===== config.mk =====
export PLATFORM = sky130hd
export DESIGN_NAME = nbsp_serial_port
export DESIGN_NICKNAME = d
export VERILOG_FILES = /design/src/rtl/nbsp_pkg.sv /design/src/rtl/nbsp_serial_port.sv
export VERILOG_INCLUDE_DIRS = /design/src /design/src/rtl
export SDC_FILE = /design/constraint.sdc
export NUM_CORES = 1
export LEC_CHECK = 0
export ABC_AREA = 1
export BUFFER_PORTS_ARGS = -buffer_cell sky130_fd_sc_hd__clkbuf_2
export CAP_MARGIN = 0
export CORE_MARGIN = 2
export CORE_UTILIZATION = 60
export CTS_BUF_LIST = sky130_fd_sc_hd__clkbuf_8
export DETAILED_ROUTE_END_ITERATION = 16
export GPL_TIMING_DRIVEN = 0
export HOLD_SLACK_MARGIN = 0.05
export PLACE_DENSITY = 0.8
export SLEW_MARGIN = 5
export SYNTH_ARGS = -nofsm -noshare
export SYNTH_HDL_FRONTEND = slang
export SYNTH_SLANG_ARGS = --single-unit

===== constraint.sdc =====
create_clock -name core_clk -period 2.9 [get_ports core_clk]
set_clock_uncertainty 0.15 [all_clocks]
set_input_delay 0.435 -clock core_clk [delete_from_list [all_inputs] [get_ports core_clk]]
set_output_delay 0.435 -clock core_clk [all_outputs]
set_load 0.1 [all_outputs]

===== src/rtl/nbsp_params.svh =====
`ifndef NBSP_PARAMS_SVH
`define NBSP_PARAMS_SVH

// ****************************************
// register offsets
// ****************************************
`define NBSP_OFS_CMD1 4'h0
`define NBSP_OFS_CMD2 4'h1
`define NBSP_OFS_BUF 4'h2
`define NBSP_OFS_STAT 4'h3

// ****************************************
// reset values
// ****************************************
`define NBSP_CMD1_RST 4'hF
`define NBSP_CMD2_RST 4'h0

// ****************************************
// field positions
// ****************************************
`define NBSP_CMD1_LEAD 0
`define NBSP_CMD1_FAST 1
`define NBSP_CMD1_UNIT8 2
`define NBSP_CMD1_STOP 3
`define NBSP_CMD2_EXT 0
`define NBSP_CMD2_MODE_LO 1
`define NBSP_CMD2_MODE_HI 2
`define NBSP_CMD2_EN 3
`define NBSP_STAT_RXF 0
`define NBSP_STAT_TXF 1
`define NBSP_STAT_REQ 2
`define NBSP_STAT_ACTIVE 3

// ****************************************
// timing
// ****************************************
`define NBSP_CORE_HZ 40000000
`define NBSP_MAX_BPS 62500
`define NBSP_SLOW_DIV 4

`endif


===== src/rtl/nbsp_pkg.sv =====
package nbsp_pkg;
   typedef enum logic [1:0] {
      NBSP_MODE_NONE,
      NBSP_MODE_TX,
      NBSP_MODE_RX,
      NBSP_MODE_TXRX
   } nbsp_mode_t;

   typedef enum logic [1:0] {
      NBSP_PH_IDLE,
      NBSP_PH_WAIT,
      NBSP_PH_SHIFT
   } nbsp_phase_t;
endpackage


===== src/rtl/nbsp_serial_port.sv =====
// Behaviour
// - internal clock: divided rate driven on clock pin
// - internal clock waits until buffer is serviced
// - fastest internal rate 62500 bit/s
// - leading edge shifts on falling clock
// - trailing edge uses rising clock, not transmit
// - length bit selects 4/8-bit, interrupt per unit
// - 8-bit: lower nibble first, then upper nibble
// - mode field picks transmit, receive or both
// - buffer writes ignored unless transmitting mode
// - enable starts; data out lsb first
// - transmit-only load raises empty request; write withdraws it
// - internal clock stops when no new data
// - clearing enable finishes current unit first
// - active flag status bit 3, clears at end
// - both modes: drive leading, sample trailing
// - full unit received moves to buffer, request
// - both modes internal: wait read and write
// - stop bit aborts, clears counter, self-clears
// - forced stop drives output high in transmit-only mode, keeps shifter
// - reset: command one ones, command two zeros
`timescale 1ns/100ps
`include "nbsp_params.svh"

module nbsp_serial_port #(
   parameter int unsigned CORE_HZ = `NBSP_CORE_HZ,
   parameter int unsigned MAX_BPS = `NBSP_MAX_BPS
) (
   input wire logic core_clk, // core clock
   input wire logic sys_rst, // async reset, high
   input wire logic [3:0] reg_addr, // register index
   input wire logic [3:0] reg_wdata, // write data
   input wire logic reg_wr, // write strobe
   input wire logic reg_rd, // read strobe
   output logic [3:0] reg_rdata, // read data, cycle after strobe
   input wire logic sck_in, // serial clock pin level
   output logic sck_out, // serial clock drive value
   output logic sck_oe, // serial clock drive enable
   input wire logic si_in, // serial data in pin
   output logic so_out, // serial data out value
   output logic so_oe, // serial data out enable
   output logic serial_unit_interrupt, // buffer service request
   output nbsp_pkg::nbsp_phase_t xfer_phase // transfer phase
);
   import nbsp_pkg::*;

   // ****************************************
   // constants
   // ****************************************
   // fastest rate divider
   localparam int unsigned HALF_FAST = CORE_HZ / (2 * MAX_BPS);
   localparam int unsigned HALF_SLOW = HALF_FAST * `NBSP_SLOW_DIV;
   localparam int CW = $clog2(HALF_SLOW + 1);
   localparam logic [CW-1:0] RLD_FAST = CW'(HALF_FAST - 1);
   localparam logic [CW-1:0] RLD_SLOW = CW'(HALF_SLOW - 1);
   localparam logic [3:0] C1_RST = `NBSP_CMD1_RST;
   localparam logic [3:0] C2_RST = `NBSP_CMD2_RST;

   // ****************************************
   // state
   // ****************************************
   logic [2:0] cmd1_r;
   logic [3:0] cmd2_r;
   logic [7:0] buf_r;
   logic [7:0] tx_sh_r;
   logic [7:0] rx_sh_r;
   logic [2:0] bit_cnt_r;
   logic [CW-1:0] half_cnt_r;
   logic sck_r;
   logic so_r;
   logic so_oe_r;
   logic sck_oe_r;
   logic req_r;
   logic txf_r;
   logic rxf_r;
   logic wr_hi_r;
   logic rd_hi_r;
   logic [3:0] rdata_r;
   nbsp_phase_t st_r;
   logic sck_s1_r;
   logic sck_s2_r;
   logic sck_s3_r;
   logic si_s1_r;
   logic si_s2_r;

   // ****************************************
   // decode
   // ****************************************
   wire logic wr_c1 = reg_wr && reg_addr == `NBSP_OFS_CMD1;
   wire logic wr_c2 = reg_wr && reg_addr == `NBSP_OFS_CMD2;
   wire logic wr_bf = reg_wr && reg_addr == `NBSP_OFS_BUF;
   wire logic rd_bf = reg_rd && reg_addr == `NBSP_OFS_BUF;

   wire nbsp_mode_t mode = nbsp_mode_t'(cmd2_r[`NBSP_CMD2_MODE_HI:`NBSP_CMD2_MODE_LO]);
   wire logic ext = cmd2_r[`NBSP_CMD2_EXT];
   wire logic en = cmd2_r[`NBSP_CMD2_EN];
   wire logic unit8 = cmd1_r[`NBSP_CMD1_UNIT8];
   wire logic lead = cmd1_r[`NBSP_CMD1_LEAD];
   wire logic fast = cmd1_r[`NBSP_CMD1_FAST];
   wire logic tx_mode = mode == NBSP_MODE_TX || mode == NBSP_MODE_TXRX;
   wire logic rx_mode = mode == NBSP_MODE_RX || mode == NBSP_MODE_TXRX;
   wire logic active = st_r != NBSP_PH_IDLE;

   wire logic force_stop = wr_c1 && reg_wdata[`NBSP_CMD1_STOP];
   wire logic start = wr_c2 && reg_wdata[`NBSP_CMD2_EN] && !active;

   wire logic last_bit = bit_cnt_r == (unit8 ? 3'h7 : 3'h3);

   // buffer serviced in each selected direction before next unit
   wire logic ready = (!tx_mode || txf_r) && (!rx_mode || !rxf_r);

   // ****************************************
   // clock edges
   // ****************************************
   wire logic tick = half_cnt_r == '0;
   wire logic ext_fall = sck_s3_r && !sck_s2_r;
   wire logic ext_rise = !sck_s3_r && sck_s2_r;
   // no falling edge until buffer is ready
   wire logic int_go = st_r == NBSP_PH_SHIFT || (st_r == NBSP_PH_WAIT && en && ready);
   wire logic int_fall = tick && sck_r && int_go;
   wire logic int_rise = tick && !sck_r;
   wire logic fall = active && !force_stop && (ext ? ext_fall : int_fall);
   wire logic rise = active && !force_stop && (ext ? ext_rise : int_rise);
   wire logic first = st_r == NBSP_PH_WAIT;

   // leading edge sampling only in receive mode
   wire logic rx_lead = mode == NBSP_MODE_RX && lead;
   wire logic step = rx_lead ? fall : (rise && st_r == NBSP_PH_SHIFT);
   wire logic done = step && last_bit;
   wire logic [7:0] rx_nxt = {si_s2_r, rx_sh_r[7:1]};

   // ****************************************
   // buffer access
   // ****************************************
   // writes ignored outside transmitting modes
   wire logic wr_ok = wr_bf && tx_mode;
   wire logic wr_last = wr_ok && (!unit8 || wr_hi_r);
   wire logic rd_last = rd_bf && (!unit8 || rd_hi_r);
   wire logic [3:0] rd_nib = (unit8 && rd_hi_r) ? buf_r[7:4] : buf_r[3:0];
   // request on load or on full unit
   wire logic set_req = (fall && first && mode == NBSP_MODE_TX) || (done && rx_mode);
   wire logic clr_req = (wr_ok && tx_mode) || (rd_last && mode == NBSP_MODE_RX);
   wire logic ptr_rst = wr_c1 || wr_c2 || set_req;

   wire logic [3:0] stat_val = {active, req_r, txf_r, rxf_r};
   wire logic [3:0] rd_val =
      (reg_addr == `NBSP_OFS_CMD1) ? {1'b0, cmd1_r} :
      (reg_addr == `NBSP_OFS_CMD2) ? cmd2_r :
      (reg_addr == `NBSP_OFS_BUF) ? rd_nib :
      (reg_addr == `NBSP_OFS_STAT) ? stat_val : 4'h0;

   // ****************************************
   // synchronisers
   // ****************************************
   always_ff @(posedge core_clk or posedge sys_rst) begin
      if (sys_rst) begin
         sck_s1_r <= 1'b1;
         sck_s2_r <= 1'b1;
         sck_s3_r <= 1'b1;
         si_s1_r <= 1'b1;
         si_s2_r <= 1'b1;
      end else begin
         sck_s1_r <= sck_in;
         sck_s2_r <= sck_s1_r;
         sck_s3_r <= sck_s2_r;
         si_s1_r <= si_in;
         si_s2_r <= si_s1_r;
      end
   end

   // ****************************************
   // command registers
   // ****************************************
   always_ff @(posedge core_clk or posedge sys_rst) begin
      if (sys_rst) begin
         cmd1_r <= C1_RST[2:0];
         cmd2_r <= C2_RST;
      end else begin
         // stop bit is not stored, so it reads back as zero
         if (wr_c1) begin
            cmd1_r <= reg_wdata[2:0];
         end
         // stop clears enable, other bits kept
         if (force_stop) begin
            cmd2_r[`NBSP_CMD2_EN] <= 1'b0;
         end else if (wr_c2) begin
            cmd2_r <= reg_wdata;
         end
      end
   end

   // ****************************************
   // sequencing
   // ****************************************
   always_ff @(posedge core_clk or posedge sys_rst) begin
      if (sys_rst) begin
         st_r <= NBSP_PH_IDLE;
         bit_cnt_r <= 3'h0;
      end else if (force_stop) begin
         st_r <= NBSP_PH_IDLE;
         bit_cnt_r <= 3'h0;
      end else if (start) begin
         st_r <= NBSP_PH_WAIT;
      end else if (done) begin
         bit_cnt_r <= 3'h0;
         st_r <= en ? NBSP_PH_WAIT : NBSP_PH_IDLE;
      end else begin
         if (step) begin
            bit_cnt_r <= bit_cnt_r + 3'h1;
         end
         // external edge starts a unit even if unserviced
         if (fall) begin
            st_r <= NBSP_PH_SHIFT;
         end else if (first && !en) begin
            st_r <= NBSP_PH_IDLE;
         end
      end
   end

   // ****************************************
   // internal clock generator
   // ****************************************
   always_ff @(posedge core_clk or posedge sys_rst) begin
      if (sys_rst) begin
         half_cnt_r <= '0;
         sck_r <= 1'b1;
      end else if (!active || ext) begin
         half_cnt_r <= '0;
         sck_r <= 1'b1;
      end else if (tick) begin
         if (int_fall || int_rise) begin
            half_cnt_r <= fast ? RLD_FAST : RLD_SLOW;
            sck_r <= !sck_r;
         end
      end else begin
         half_cnt_r <= half_cnt_r - CW'(1);
      end
   end

   // ****************************************
   // shift registers and data out
   // ****************************************
   always_ff @(posedge core_clk or posedge sys_rst) begin
      if (sys_rst) begin
         tx_sh_r <= 8'h00;
         rx_sh_r <= 8'h00;
         so_r <= 1'b1;
      end else begin
         if (force_stop) begin
            if (mode == NBSP_MODE_TX) begin
               so_r <= 1'b1;
            end
         end else if (start && tx_mode) begin
            so_r <= tx_sh_r[0];
         end else if (fall && tx_mode) begin
            // lsb first on the leading edge
            if (first) begin
               tx_sh_r <= buf_r;
               so_r <= buf_r[0];
            end else begin
               tx_sh_r <= {1'b0, tx_sh_r[7:1]};
               so_r <= tx_sh_r[1];
            end
         end
         if (step && rx_mode) begin
            rx_sh_r <= rx_nxt;
         end
      end
   end

   // ****************************************
   // shared buffer and flags
   // ****************************************
   always_ff @(posedge core_clk or posedge sys_rst) begin
      if (sys_rst) begin
         buf_r <= 8'h00;
         txf_r <= 1'b0;
         rxf_r <= 1'b0;
         req_r <= 1'b0;
         wr_hi_r <= 1'b0;
         rd_hi_r <= 1'b0;
      end else begin
         // received unit overwrites the shared buffer
         if (done && rx_mode) begin
            buf_r <= unit8 ? rx_nxt : {4'h0, rx_nxt[7:4]};
         end else if (wr_ok) begin
            if (unit8 && wr_hi_r) begin
               buf_r[7:4] <= reg_wdata;
            end else begin
               buf_r[3:0] <= reg_wdata;
            end
         end
         // buffer emptied when moved to the shifter
         if (wr_last) begin
            txf_r <= 1'b1;
         end else if (fall && first && tx_mode) begin
            txf_r <= 1'b0;
         end
         if (done && rx_mode) begin
            rxf_r <= 1'b1;
         end else if (rd_last) begin
            rxf_r <= 1'b0;
         end
         if (set_req) begin
            req_r <= 1'b1;
         end else if (clr_req) begin
            req_r <= 1'b0;
         end
         // pointers restart on mode setting or request
         if (ptr_rst) begin
            wr_hi_r <= 1'b0;
            rd_hi_r <= 1'b0;
         end else begin
            if (wr_ok && unit8) begin
               wr_hi_r <= !wr_hi_r;
            end
            if (rd_bf && unit8) begin
               rd_hi_r <= !rd_hi_r;
            end
         end
      end
   end

   // ****************************************
   // outputs
   // ****************************************
   always_ff @(posedge core_clk or posedge sys_rst) begin
      if (sys_rst) begin
         rdata_r <= 4'h0;
         so_oe_r <= 1'b0;
         sck_oe_r <= 1'b0;
      end else begin
         rdata_r <= reg_rd ? rd_val : 4'h0;
         // receive only leaves the data out pin to the port
         so_oe_r <= tx_mode;
         sck_oe_r <= !ext;
      end
   end

   assign reg_rdata = rdata_r;
   assign sck_out = sck_r;
   assign sck_oe = sck_oe_r;
   assign so_out = so_r;
   assign so_oe = so_oe_r;
   assign serial_unit_interrupt = req_r;
   assign xfer_phase = st_r;

endmodule


Word level (Yosys, flattened, before mapping)
Cells that the tools add are included.

Register bits after elaboration: 65. Bits in latches: 0. RAM bits: 0. Memory bits (read-only): 0. Input port bits: 14. Output and inout port bits: 11. Logic and storage cells: 179. Memories: 0.

$add $sub $neg: 2. Multipliers: 0. Div/mod/pow operators: 0. Order comparisons: 0. Eq/ne operators: 13. Shift-type cells: 0. Multiplexer cells: 50. Bitwise logic cells: 2. Reduce and logical (&&, ||, !) cells: 87.

Operators with widths (count): 11-bit 2-to-1 mux (4); 1-bit logical AND (38); 4-bit 2-to-1 mux (9); 8-bit 2-to-1 mux (4); 1-bit 2-to-1 mux (23); 2-bit nonzero test (11); 3-bit 2-to-1 mux (5); 1-bit zero test (13); 1-bit logical OR (13); 2-bit AND reduction (6); 11-bit zero test (1); 11-bit by 1-bit subtractor with 11-bit output, second input constant (1); 2-bit 2-to-1 mux (5); 4-bit by 2-bit equality test with 1-bit output, second input constant (2); 2-bit equality test, second input constant (3); 3-bit nonzero test (2); 5-bit nonzero test (1); 2-bit by 1-bit equality test with 1-bit output, second input constant (2); 4-bit by 1-bit equality test with 1-bit output, second input constant (1); 4-bit zero test (1); 2-bit inequality test, second input constant (2); 3-bit by 1-bit adder with 3-bit output, second input constant (1); 3-bit equality test (1); 3-bit by 1-bit inequality test with 1-bit output, second input constant (1); other kinds (3) (4).

Longest topological paths before layout
Gate-level depths: netlist of the first run.

Depth in word-level cells: 16. Mapped depth: 13.

Worst setup path before layout of the first run
Ideal clock, no wire load.

Path type: reg2reg. From: register st_r[1], in the netlist xfer_phase[1]. To: register buf_r[0]. Library setup time: 0.124 ns. Data arrival time: 2.168 ns. Slack: 0.457 ns. Stages on the path, launching flop included: 12. Period minus slack after synthesis: 2.443 ns. Cell sequence: dfrtp_1 > inv_1 > nor2_1 > o21bai_1 > nand3_1 > nand2_1 > nand3_2 > nand2_4 > nand3_4 > buf_6 > nand3_1 > nand3_1.

Word-level cells in the longest chain between the ends: 12. Elaborated cells on any way between the ends: 19.

RTL lines: from (decl) (line nbsp_serial_port.sv:79) `nbsp_phase_t st_r;`; from (signal assigned) (line nbsp_serial_port.sv:206) `st_r <= en ? NBSP_PH_WAIT : NBSP_PH_IDLE;`; 2-bit by 1-bit equality test with 1-bit output (line nbsp_serial_port.sv:119) `wire logic int_go = st_r == NBSP_PH_SHIFT || (st_r == NBSP_PH_WAIT && en && ready);`; 1-bit logical AND (2 in series) (line nbsp_serial_port.sv:119); 1-bit logical OR (line nbsp_serial_port.sv:119); 1-bit logical AND (line nbsp_serial_port.sv:120) `wire logic int_fall = tick && sck_r && int_go;`; 1-bit 2-to-1 mux (line nbsp_serial_port.sv:122) `wire logic fall = active && !force_stop && (ext ? ext_fall : int_fall);`; 1-bit logical AND (line nbsp_serial_port.sv:122); 1-bit 2-to-1 mux * (line nbsp_serial_port.sv:128) `wire logic step = rx_lead ? fall : (rise && st_r == NBSP_PH_SHIFT);`; 1-bit logical AND * (line nbsp_serial_port.sv:129) `wire logic done = step && last_bit;`; 1-bit logical AND * (line nbsp_serial_port.sv:284) `if (done && rx_mode) begin`; 2-bit inequality test (no line) / 2-bit nonzero test (equally long branches); 2-bit AND reduction (no line); to (signal assigned) (line nbsp_serial_port.sv:285) `buf_r <= unit8 ? rx_nxt : {4'h0, rx_nxt[7:4]};`; to (signal assigned) (line nbsp_serial_port.sv:290) `buf_r[3:0] <= reg_wdata;`; to (decl) (line nbsp_serial_port.sv:64) `logic [7:0] buf_r;`.

Every way passes the cells marked *; elsewhere a longest branch is shown, timed or not. A chain may end at the register's enable or synchronous reset.

Final worst setup path of the first run
From: register half_cnt_r[0]. To: register txf_r.

Word-level cells in the longest chain between the ends: 8.

RTL lines: from (decl) (line nbsp_serial_port.sv:68) `logic [CW-1:0] half_cnt_r;`; from (signal assigned) (line nbsp_serial_port.sv:232) `half_cnt_r <= fast ? RLD_FAST : RLD_SLOW;`; from (signal assigned) (line nbsp_serial_port.sv:236) `half_cnt_r <= half_cnt_r - CW'(1);`; 11-bit zero test (line nbsp_serial_port.sv:115) `wire logic tick = half_cnt_r == '0;`; 1-bit logical AND (2 in series) (line nbsp_serial_port.sv:120); 1-bit 2-to-1 mux (line nbsp_serial_port.sv:122); 1-bit logical AND (line nbsp_serial_port.sv:122); 1-bit logical AND (2 in series) (line nbsp_serial_port.sv:296) `end else if (fall && first && tx_mode) begin`; 2-bit nonzero test (no line); to (signal assigned) (line nbsp_serial_port.sv:277) `txf_r <= 1'b0;`; to (signal assigned) (line nbsp_serial_port.sv:295) `txf_r <= 1'b1;`; to (signal assigned) (line nbsp_serial_port.sv:297) `txf_r <= 1'b0;`; to (decl) (line nbsp_serial_port.sv:74) `logic txf_r;`.

No other way between the ends.

==> results of run 1 <==
[Yosys cell counts, types with 2 or more instances]
| cell type | n | area (sq um) |
|---|---|---|
| nand4_1 | 7 | 43.8 |
| buf_2 | 3 | 15.0 |
| nor2_4 | 2 | 22.5 |
| nor2_1 | 34 | 128 |
| nor4_1 | 2 | 12.5 |
| dfrtp_1 | 54 | 1350 |
| a211oi_1 | 5 | 37.5 |
| nor3_2 | 2 | 20.0 |
| inv_1 | 54 | 203 |
| or2_2 | 2 | 12.5 |
| nand3_2 | 2 | 20.0 |
| a21oi_1 | 16 | 80.1 |
| o22ai_1 | 2 | 12.5 |
| dfstp_2 | 10 | 263 |
| nand2_4 | 2 | 22.5 |
| clkbuf_1 | 2 | 7.51 |
| xor2_1 | 3 | 26.3 |
| o21ai_0 | 40 | 200 |
| clkinv_1 | 2 | 7.51 |
| nand3_1 | 33 | 165 |
| nand2_2 | 2 | 12.5 |
| a31oi_1 | 3 | 18.8 |
| nor3_1 | 5 | 25.0 |
| o21ai_1 | 4 | 20.0 |
| ha_1 | 3 | 37.5 |
| xnor2_1 | 3 | 26.3 |
| nand2_1 | 105 | 394 |
[final timing paths]
| kind | depth (start not counted) | endpoint | start |
|---|---|---|---|
| hold reg to reg | 0 | sck_s2_r$_DFF_PP1_ | sck_s1_r$_DFF_PP1_ |
| setup reg to reg | 11 | txf_r$_DFFE_PP0P_ | half_cnt_r[0]$_DFFE_PP0P_ |
| setup / recovery | 11 | txf_r$_DFFE_PP0P_ | half_cnt_r[0]$_DFFE_PP0P_ |
| max in group asynchronous | 4 | so_out$_DFFE_PP1P_ | sys_rst |
| hold / removal | 3 | cmd1_r[2]$_DFFE_PP1N_ | reg_wdata[2] |
| min in group asynchronous | 3 | bit_cnt_r[0]$_DFFE_PP0P_ | sys_rst |
[logic make-up (layout without fill, tap and decap cells)]
kind of cell,Yosys count,count (layout),share of synthesized area
buf+inv,63,107,0.0759
fa+ha+maj,3,3,0.0115
simple gates,200,200,0.276
xor+xnor,6,6,0.0161
flops,64,64,0.495
compound gates,75,75,0.125
[layer usage]
layer	track usage	share of wire	vias up
met5	0	0	-
met1	0.379	0.47	1322
met2	0.402	0.44	93
met4	0.129	0.023	0
met3	0.0442	0.060	16
li1	-	-	1420
[through the flow]
stage	hold slack [ns]	utilization	worst slack [ns]
final	0.206	0.722	0.585
after global routing	0.215	0.722	0.322
after CTS	0.205	0.722	0.567
after detailed placement	0.199	0.675	0.529
after global placement	0.196	0.671	0.0159
after floorplan	0.195	-	0.457
[where the power goes]
part,switching [mW],internal (mW),total [mW]
logic,0.994,0.432,1.43
clock network,0.330,0.497,0.826
registers,0.205,1.18,1.39
total,1.53,2.11,3.64
[registers in the layout (all words and copies together) (netlist names), 2 cells and up]
name,flops
reg_rdata,4
bit_cnt_r,3
xfer_phase,2
cmd2_r,4
tx_sh_r,8
cmd1_r,3
half_cnt_r,11
rx_sh_r,7
buf_r,8
[worst register-to-register path: cells and delay by family (launching register included)]
family / cells / cell delay [ns]
adders and majority gates: 1 / 0.19
AOI/OAI and AO/OA: 1 / 0.21
buffers and inverters: 2 / 0.29
and+or+nand+nor: 7 / 1.00
DFF: 1 / 0.36
[final cells by class]
class | count | area, sq um
fill | 424 | 1440
tap | 70 | 87.6
buffer | 6 | 33.8
sequential | 64 | 1610
multi-input combinational | 284 | 1400
clock buffer | 10 | 138
timing repair buffer | 28 | 170
clock inverter | 6 | 76.3
inverter | 57 | 214
==> metrics.txt, run 1 <==
P_leak=between 1.5 and 2 nW; commonest non-fill, non-tap cells in the layout=105 x nand2_1, 56 x inv_1, 54 x dfrtp_1; CTS tree=yes; post-synth cell types=36; Worst Setup Start Kind=flop; Die Area=just over 0.006 sq mm; max cap viols=0; family with the most delay on the worst path=simple AND/OR/NAND/NOR gates; synthesized area=0.00326 sq mm; Max-slew headroom=0.538; VDD IR-drop max=0.558 mV; post-synthesis register bit count=64; Congestion Overflow GR=0; Root Buffer=clkbuf_8; drt total wl=between 7 and 8 mm; CP max stage delay=between 0.3 and 0.4 ns; status=finished clean; Required @ worst endpoint=2.97 ns; Worst R2R Setup Slack=0.59 ns; Final TNS setup=0 ns; via count=roughly 2.9k; CP Max Fanout=7; Post-CTS Setup Bufs=0; initial core utilization=0.631; RSZ-0062 raised after global routing=false; EDFF count, synth=0; Hold/Removal Path Class=in2reg; Layout Nets=467; CP most frequent cell=nand2_1; gr usage total=0.268; Cells after DPL=506; DRC=0; worst-path cell chain=inv_1 -> ha_1 -> nand3_1 -> nor2_4 -> nand3_1 -> nand2_1 -> nand2_1 -> nor2_1 -> inv_1 -> o21ai_0 -> nand2_1; slowest stage cell, crit path=dfrtp_1; vias in the first global route=around 2.8k; CP Data Arrival Time=approximately 2.4 ns; ANT cells=0; row count=26; # IOs=25; CTS sink cnt=between 60 and 70; most common cell after layout, fill and taps aside=nand2_1; width of the die=77.7 um; routed len/inst=around 14 um; clk buf depth=2; Detail Placement HPWL=around 5.2 mm; FFs w/ async S/R, synth=1.00; initial antenna violation count=0; GPL Wtd Cong=between 0.8 and 0.9; drt first pass iters=5; Buf+Inv Stages, Crit Path=2; endpoints failing hold=0; final setup fails=0; cts repair resizes=0; Post-CTS Hold Buffers=3; CTS H-tree lvls=3; Reg clk slew, reported paths=roughly 0.070 ns; remaining antenna violation count=0; WS Path Type=reg2reg; Max Slew Vio Count=0; port bufs=24; final period utilization=0.798; Mapped Cells=between 400 and 500; Die Height=77.7 um; Ys Warns=0; ys flop type=dfrtp_1; Final Power=~3.6 mW; fmax=approximately 430 MHz; DP Area=0.00349 sq mm; power per cell area=~970 mW/mm^2; drt initial violations=about 210; Vias/cell=5.43; syn nets=~430; Avg Cell Area, Syn=~7.9 sq um; total CTS buffers=9; Crit. End Element=flop; Final Cell Area=0.00373 sq mm; synthesis-to-finish area growth=14.5%; latest clock arrival within the worst-skew pair=~0.34 ns; share of cells above drive strength 1=0.152; Worst Tran Pin Value=around 0.69 ns; largest net degree at the start of global routing=34; core area=a little over 0.005 sq mm; filler-free cell count of the finished design=about 530; sequential area share after synthesis=0.495; post-route minimum period=approximately 2.3 ns; global-route wire length before repair=roughly 13 mm
(Power assumes the default switching activity.)
==> run 2: changes to the inputs <==
ABC_AREA = 0   (was 1)
clock period = 2.2 ns   (was 2.9 ns; I/O delays follow)
==> metrics.txt, run 2 <==
Detail Placement HPWL=between 5 and 6 mm; Required @ worst endpoint=around 2.3 ns; mux share of post-synthesis cell area=0.0717; ys flop type=dfrtp_1; GR Util met3=0.0586; total CTS buffers=9; Most flops, register=half_cnt_r; GR peak layer=met2; largest net degree at the start of global routing=35; Synth Area in Adders=0.0113; Worst Setup Start Kind=flop; final setup margin=-0.583 ns; synthesized area=roughly 0.0033 sq mm; FFs w/ async S/R, synth=1.00; Crit. End Element=flop; status=complete, but fails checks; share of cells above drive strength 1=0.439; Worst R2R Start=half_cnt_r[1]$_DFFE_PP0P_; xor/xnor share of the synthesized area=0.0158; initial core utilization=0.613; Synth area leaders=dfrtp_1 41%, dfstp_2 7.9%, mux2_2 4.8%, nand2_1 4.0%, a211oi_1 3.4%; Post-Synth Simple-Gate Area=0.206; Reg clk slew, reported paths=0.07 ns; Regs by FF count=half_cnt_r: 11 flops, buf_r: 8 flops, tx_sh_r: 8 flops; Hold/Removal Path Class=in2reg; r2r endpoint=rx_sh_r[6]$_DFFE_PP0P_; post-synth cell types=between 60 and 70; fmax=359 MHz; Avg Cell Area, Syn=about 10 sq um; gr usage total=0.311; Ys Warns=0; endpoints failing hold=0; Final TNS setup=-22.31 ns; CTS H-tree lvls=3; synthesis-to-finish area growth=35.4%; final period utilization=1.26; Worst R2R Setup Slack=-0.58 ns; Die Height=between 70 and 80 um; Final Power=around 6.2 mW; fin util=0.831; # IOs=25; Congestion Overflow GR=0; Mapped Cells=319; sequential area share after synthesis=0.487; RSZ-0062 raised after global routing=true; ANT cells=0; port bufs=23; critical path launch point=half_cnt_r[1]$_DFFE_PP0P_; post-synthesis register bit count=64; max FFs per register=11; Worst Tran Pin Value=roughly 0.65 ns; Root Buffer=clkbuf_8; Max Slew Vio Count=0; reg2reg path depth=8; remaining antenna violation count=0; hold slack=around 0.14 ns; met2 global-route usage=0.504; commonest non-fill, non-tap cells in the layout=52 x dfrtp_1, 32 x nand2_1, 23 x clkbuf_2; vias in the first global route=approximately 2.9k; WS Path Type=reg2reg; drt initial violations=450; drt total wl=9.92 mm; most common cell after layout, fill and taps aside=dfrtp_1; largest family of logic cells by synthesized area=simple AND/OR/NAND/NOR gates; latest clock arrival within the worst-skew pair=between 0.3 and 0.4 ns; CP Max Fanout=5; drt first pass iters=9; power per cell area=around 1400 mW/mm^2; row count=27; failing checks=negative setup slack; Layout Nets=roughly 410; final setup fails=between 40 and 50; end of the critical path=rx_sh_r[6]$_DFFE_PP0P_; via count=between 3k and 4k; GPL Wtd Cong=0.879; syn nets=approximately 340; EDFF count, synth=0; post-place setup slack=-0.757 ns; initial antenna violation count=0; clk buf depth=2; post-route minimum period=approximately 2.8 ns; Vias/cell=between 6 and 7; routed len/inst=21.0 um; VDD IR-drop max=slightly below 0.9 mV; Die Area=between 0.006 and 0.007 sq mm; global-route wire length before repair=roughly 14 mm; Max-slew headroom=0.567; CTS tree=yes; CTS sink cnt=64; DRC=0; max cap viols=0; largest area contributor in the netlist=dfrtp_1; compound-cell area share of the yosys netlist=0.182; Post-synth top cells=54 x dfrtp_1, 35 x nand2_1, 27 x nor2_1, 15 x a211oi_1, 15 x a21oi_1; core area=between 0.005 and 0.006 sq mm; post-synth top area share=0.408; most common cell in the synthesized netlist=dfrtp_1; width of the die=78.3 um; met1 usage=0.417; P_leak=1.92 nW; CP Data Arrival Time=approximately 2.9 ns
## run 2: cell count changes after synthesis, sizes merged, moves of 5 or more
cell / delta
nand2: -74
inv: -48
o21ai: -33
nand3: -28
mux2: +14
a211oi: +11
nor2: -10
nor2b: +9
mux2i: +8
nand2b: +8
clkbuf: +6
nor3b: +5
## run 2: timing repair
action,CTS,global route
cloned,3,0
hold buffers,3,0
resized for setup,44,50
endpoints found under the hold margin,26,0
pin swaps,16,23
setup endpoints to repair,45,45
buffers inserted,25,12
## run 2: critical path, stage by stage (launching register included)
cell and delay (ns):
dfrtp_1 0.41, inv_2 0.10, ha_4 0.13, or4b_4 0.51, nor4_4 0.31, a31oi_4 0.21, o32ai_4 0.35, buf_6 0.19
mux2_4 0.30
## run 2: area by class of cell
type	instances	area (sq um)
Inverter	7	26.3
Clock inverter	7	56.3
Multi-Input combinational cell	236	1950
Fill cell	282	916
Timing Repair Buffer	66	547
Sequential cell	64	1620
Clock buffer	9	124
Buffer	12	80.1
Tap cell	72	90.1
## run 2: worst min path at each step
stage | startpoint | end | slack, ns | depth (start not counted)
after floorplan | sck_in | sck_s1_r$_DFF_PP1_ | 0.18 | 0
after global placement | sck_s1_r$_DFF_PP1_ | sck_s2_r$_DFF_PP1_ | 0.20 | 0
after detailed placement | si_s1_r$_DFF_PP1_ | si_s2_r$_DFF_PP1_ | 0.20 | 0
after CTS | reg_rd | reg_rdata[1]$_DFF_PP0_ | 0.12 | 2
after global routing | reg_rd | reg_rdata[1]$_DFF_PP0_ | 0.14 | 2
final | reg_rd | reg_rdata[1]$_DFF_PP0_ | 0.14 | 2
## run 2: where the power goes
group	leakage [nW]	internal, mW	switching (mW)
sequential	0.793	1.58	0.460
clock	0.107	0.505	0.465
combinational	1.02	1.43	1.77
total	1.92	3.51	2.70
## run 2: through the flow
step	cell area, sq um	instances
after floorplan	3360	319
after global routing	4490	473
after CTS	4180	462
after detailed placement	3580	415
after global placement	3560	414
final	4490	473
## run 2: layer usage
| layer | routed length [um] | vias up |
|---|---|---|
| li1 | - | 1323 |
| met1 | 3910 | 1502 |
| met2 | 4780 | 176 |
| met3 | 662 | 70 |
| met4 | 565 | 0 |
| met5 | 0 | - |
## run 2: cell families after synthesis
logic type | Yosys count
AND/OR/NAND/NOR | 126
AO/OA/AOI/OAI | 79
flip-flops | 64
multiplexers | 22
buffers and inverters | 19
XOR/XNOR | 6
adder cells (fa/ha/maj) | 3
==> run 3: changes to the inputs <==
PLACE_DENSITY = 0.78   (was 0.8)
SLEW_MARGIN = default   (was 5)
==> metrics.txt, run 3 (same netlist as run 2, synthesis figures left out) <==
vias in the first global route=2912; initial core utilization=0.613; CP max stage delay=roughly 0.51 ns; commonest non-fill, non-tap cells in the layout=52 x dfrtp_1, 33 x nand2_1, 23 x clkbuf_2; Final Cell Area=around 0.0044 sq mm; routed len/inst=between 20 and 25 um; met2 global-route usage=0.517; port bufs=23; Most flops, register=half_cnt_r; Layout Nets=slightly above 400; DRC=0; hold slack=between 0.15 and 0.2 ns; status=complete, but fails checks; WS Path Type=reg2reg; endpoints failing hold=0; CP Max Fanout=5; initial antenna violation count=0; failing checks=negative setup slack; Cells after DPL=415; P_leak=roughly 1.9 nW; Hold/Removal Path Class=in2reg; Required @ worst endpoint=around 2.3 ns; max FFs per register=11; drt total wl=between 9 and 10 mm; Detail Placement HPWL=~5.4 mm; Crit. End Element=flop; max cap viols=0; largest net degree at the start of global routing=44; # IOs=25; family with the most delay on the worst path=simple AND/OR/NAND/NOR gates; CP most frequent cell=buf_4; most common cell after layout, fill and taps aside=dfrtp_1; remaining antenna violation count=0; Max Slew Vio Count=0; Worst Setup Start Kind=flop; VDD IR-drop max=about 0.9 mV; slowest stage cell, crit path=or4b_4; global-route wire length before repair=14.8 mm; synthesis-to-finish area growth=33.5%; via count=around 3.0k; Die Height=between 70 and 80 um; share of cells above drive strength 1=0.428; fmax=356 MHz; power per cell area=approximately 1400 mW/mm^2; row count=27; Regs by FF count=half_cnt_r: 11 flops, buf_r: 8 flops, tx_sh_r: 8 flops; final setup margin=-0.608 ns; drt initial violations=254; worst-path cell chain=inv_2 -> ha_4 -> or4b_4 -> buf_4 -> buf_6 -> or4_4 -> nor2_4 -> buf_4 -> a211oi_4 -> a211oi_2; post-route minimum period=roughly 2.8 ns; DP Area=between 0.003 and 0.004 sq mm; RSZ-0062 raised after global routing=true; GR Util met3=0.0839; CTS tree=yes; GR peak layer=met2; latest clock arrival within the worst-skew pair=between 0.3 and 0.4 ns; clk buf depth=2; Die Area=between 0.006 and 0.007 sq mm; width of the die=slightly below 80 um; GPL Wtd Cong=0.888; Vias/cell=~6.3; final setup fails=45; Reg clk slew, reported paths=about 0.080 ns; Worst Tran Pin Value=about 0.78 ns; CTS H-tree lvls=3; Final Power=6.18 mW; Congestion Overflow GR=0; Max-slew headroom=0.471; drt first pass iters=4; CP Data Arrival Time=2.93 ns; Root Buffer=clkbuf_8; met1 usage=0.423; final period utilization=1.28; filler-free cell count of the finished design=469; gr usage total=0.321; core area=around 0.0054 sq mm; CTS sink cnt=between 60 and 70; ANT cells=0; Buf+Inv Stages, Crit Path=4; total CTS buffers=9
run 3: layout make-up:
type	count	area, sq um
clock inverter	5	47.5
timing repair buffer	62	488
fill	299	978
multi-input combinational	236	1930
sequential	64	1620
tap	72	90.1
inverter	7	26.3
buffer	12	80.1
clock buffer	11	151
run 3: timing repair:
item | CTS | global route
hold buffers | 3 | 0
buffers inserted | 25 | 7
gates resized for setup | 44 | 39
pin swaps | 19 | 18
gates cloned | 3 | 0
hold endpoints to repair | 18 | 0
endpoints found under the setup margin | 45 | 45
run 3: final timing paths:
path / start / endpoint / slack (ns) / cells past startpoint
max in group asynchronous: sys_rst / cmd1_r[1]$_DFFE_PP1N_ / 0.86 / 4
min in group asynchronous: sys_rst / half_cnt_r[0]$_DFFE_PP0P_ / 0.38 / 3
hold reg to reg: si_s1_r$_DFF_PP1_ / si_s2_r$_DFF_PP1_ / 0.21 / 0
setup / recovery: half_cnt_r[1]$_DFFE_PP0P_ / half_cnt_r[2]$_DFFE_PP0P_ / -0.61 / 10
setup reg to reg: half_cnt_r[1]$_DFFE_PP0P_ / half_cnt_r[2]$_DFFE_PP0P_ / -0.61 / 10
hold / removal: reg_wdata[3] / cmd2_r[3]$_DFFE_PP0P_ / 0.15 / 3
run 3: layer usage:
layer | part of all wire | up-vias
li1 | - | 1310
met1 | 0.41 | 1489
met2 | 0.49 | 138
met3 | 0.065 | 29
met4 | 0.030 | 0
met5 | 0 | -
run 3: per-stage QoR:
step                utilization  setup TNS (ns)  setup slack, ns
finish                    0.819          -22.41           -0.608
global route              0.819          -26.35           -0.668
CTS                       0.777          -16.10           -0.510
detailed placement        0.663          -24.08           -0.847
global placement          0.659          -53.37           -0.763
floorplan                     -          -12.04           -0.489
run 3: report_power, final:
| part | total [mW] | switching, mW | internal, mW | leakage (nW) |
|---|---|---|---|---|
| clock network | 1.04 | 0.464 | 0.573 | 0.112 |
| registers | 2.02 | 0.440 | 1.58 | 0.793 |
| logic | 3.13 | 1.77 | 1.36 | 0.995 |
| total | 6.18 | 2.67 | 3.51 | 1.90 |
run 3: tightest hold or removal path, cell delays in order:
cell and delay, ns:
clkbuf_2 0.14, nand3_1 0.09, a21oi_1 0.06
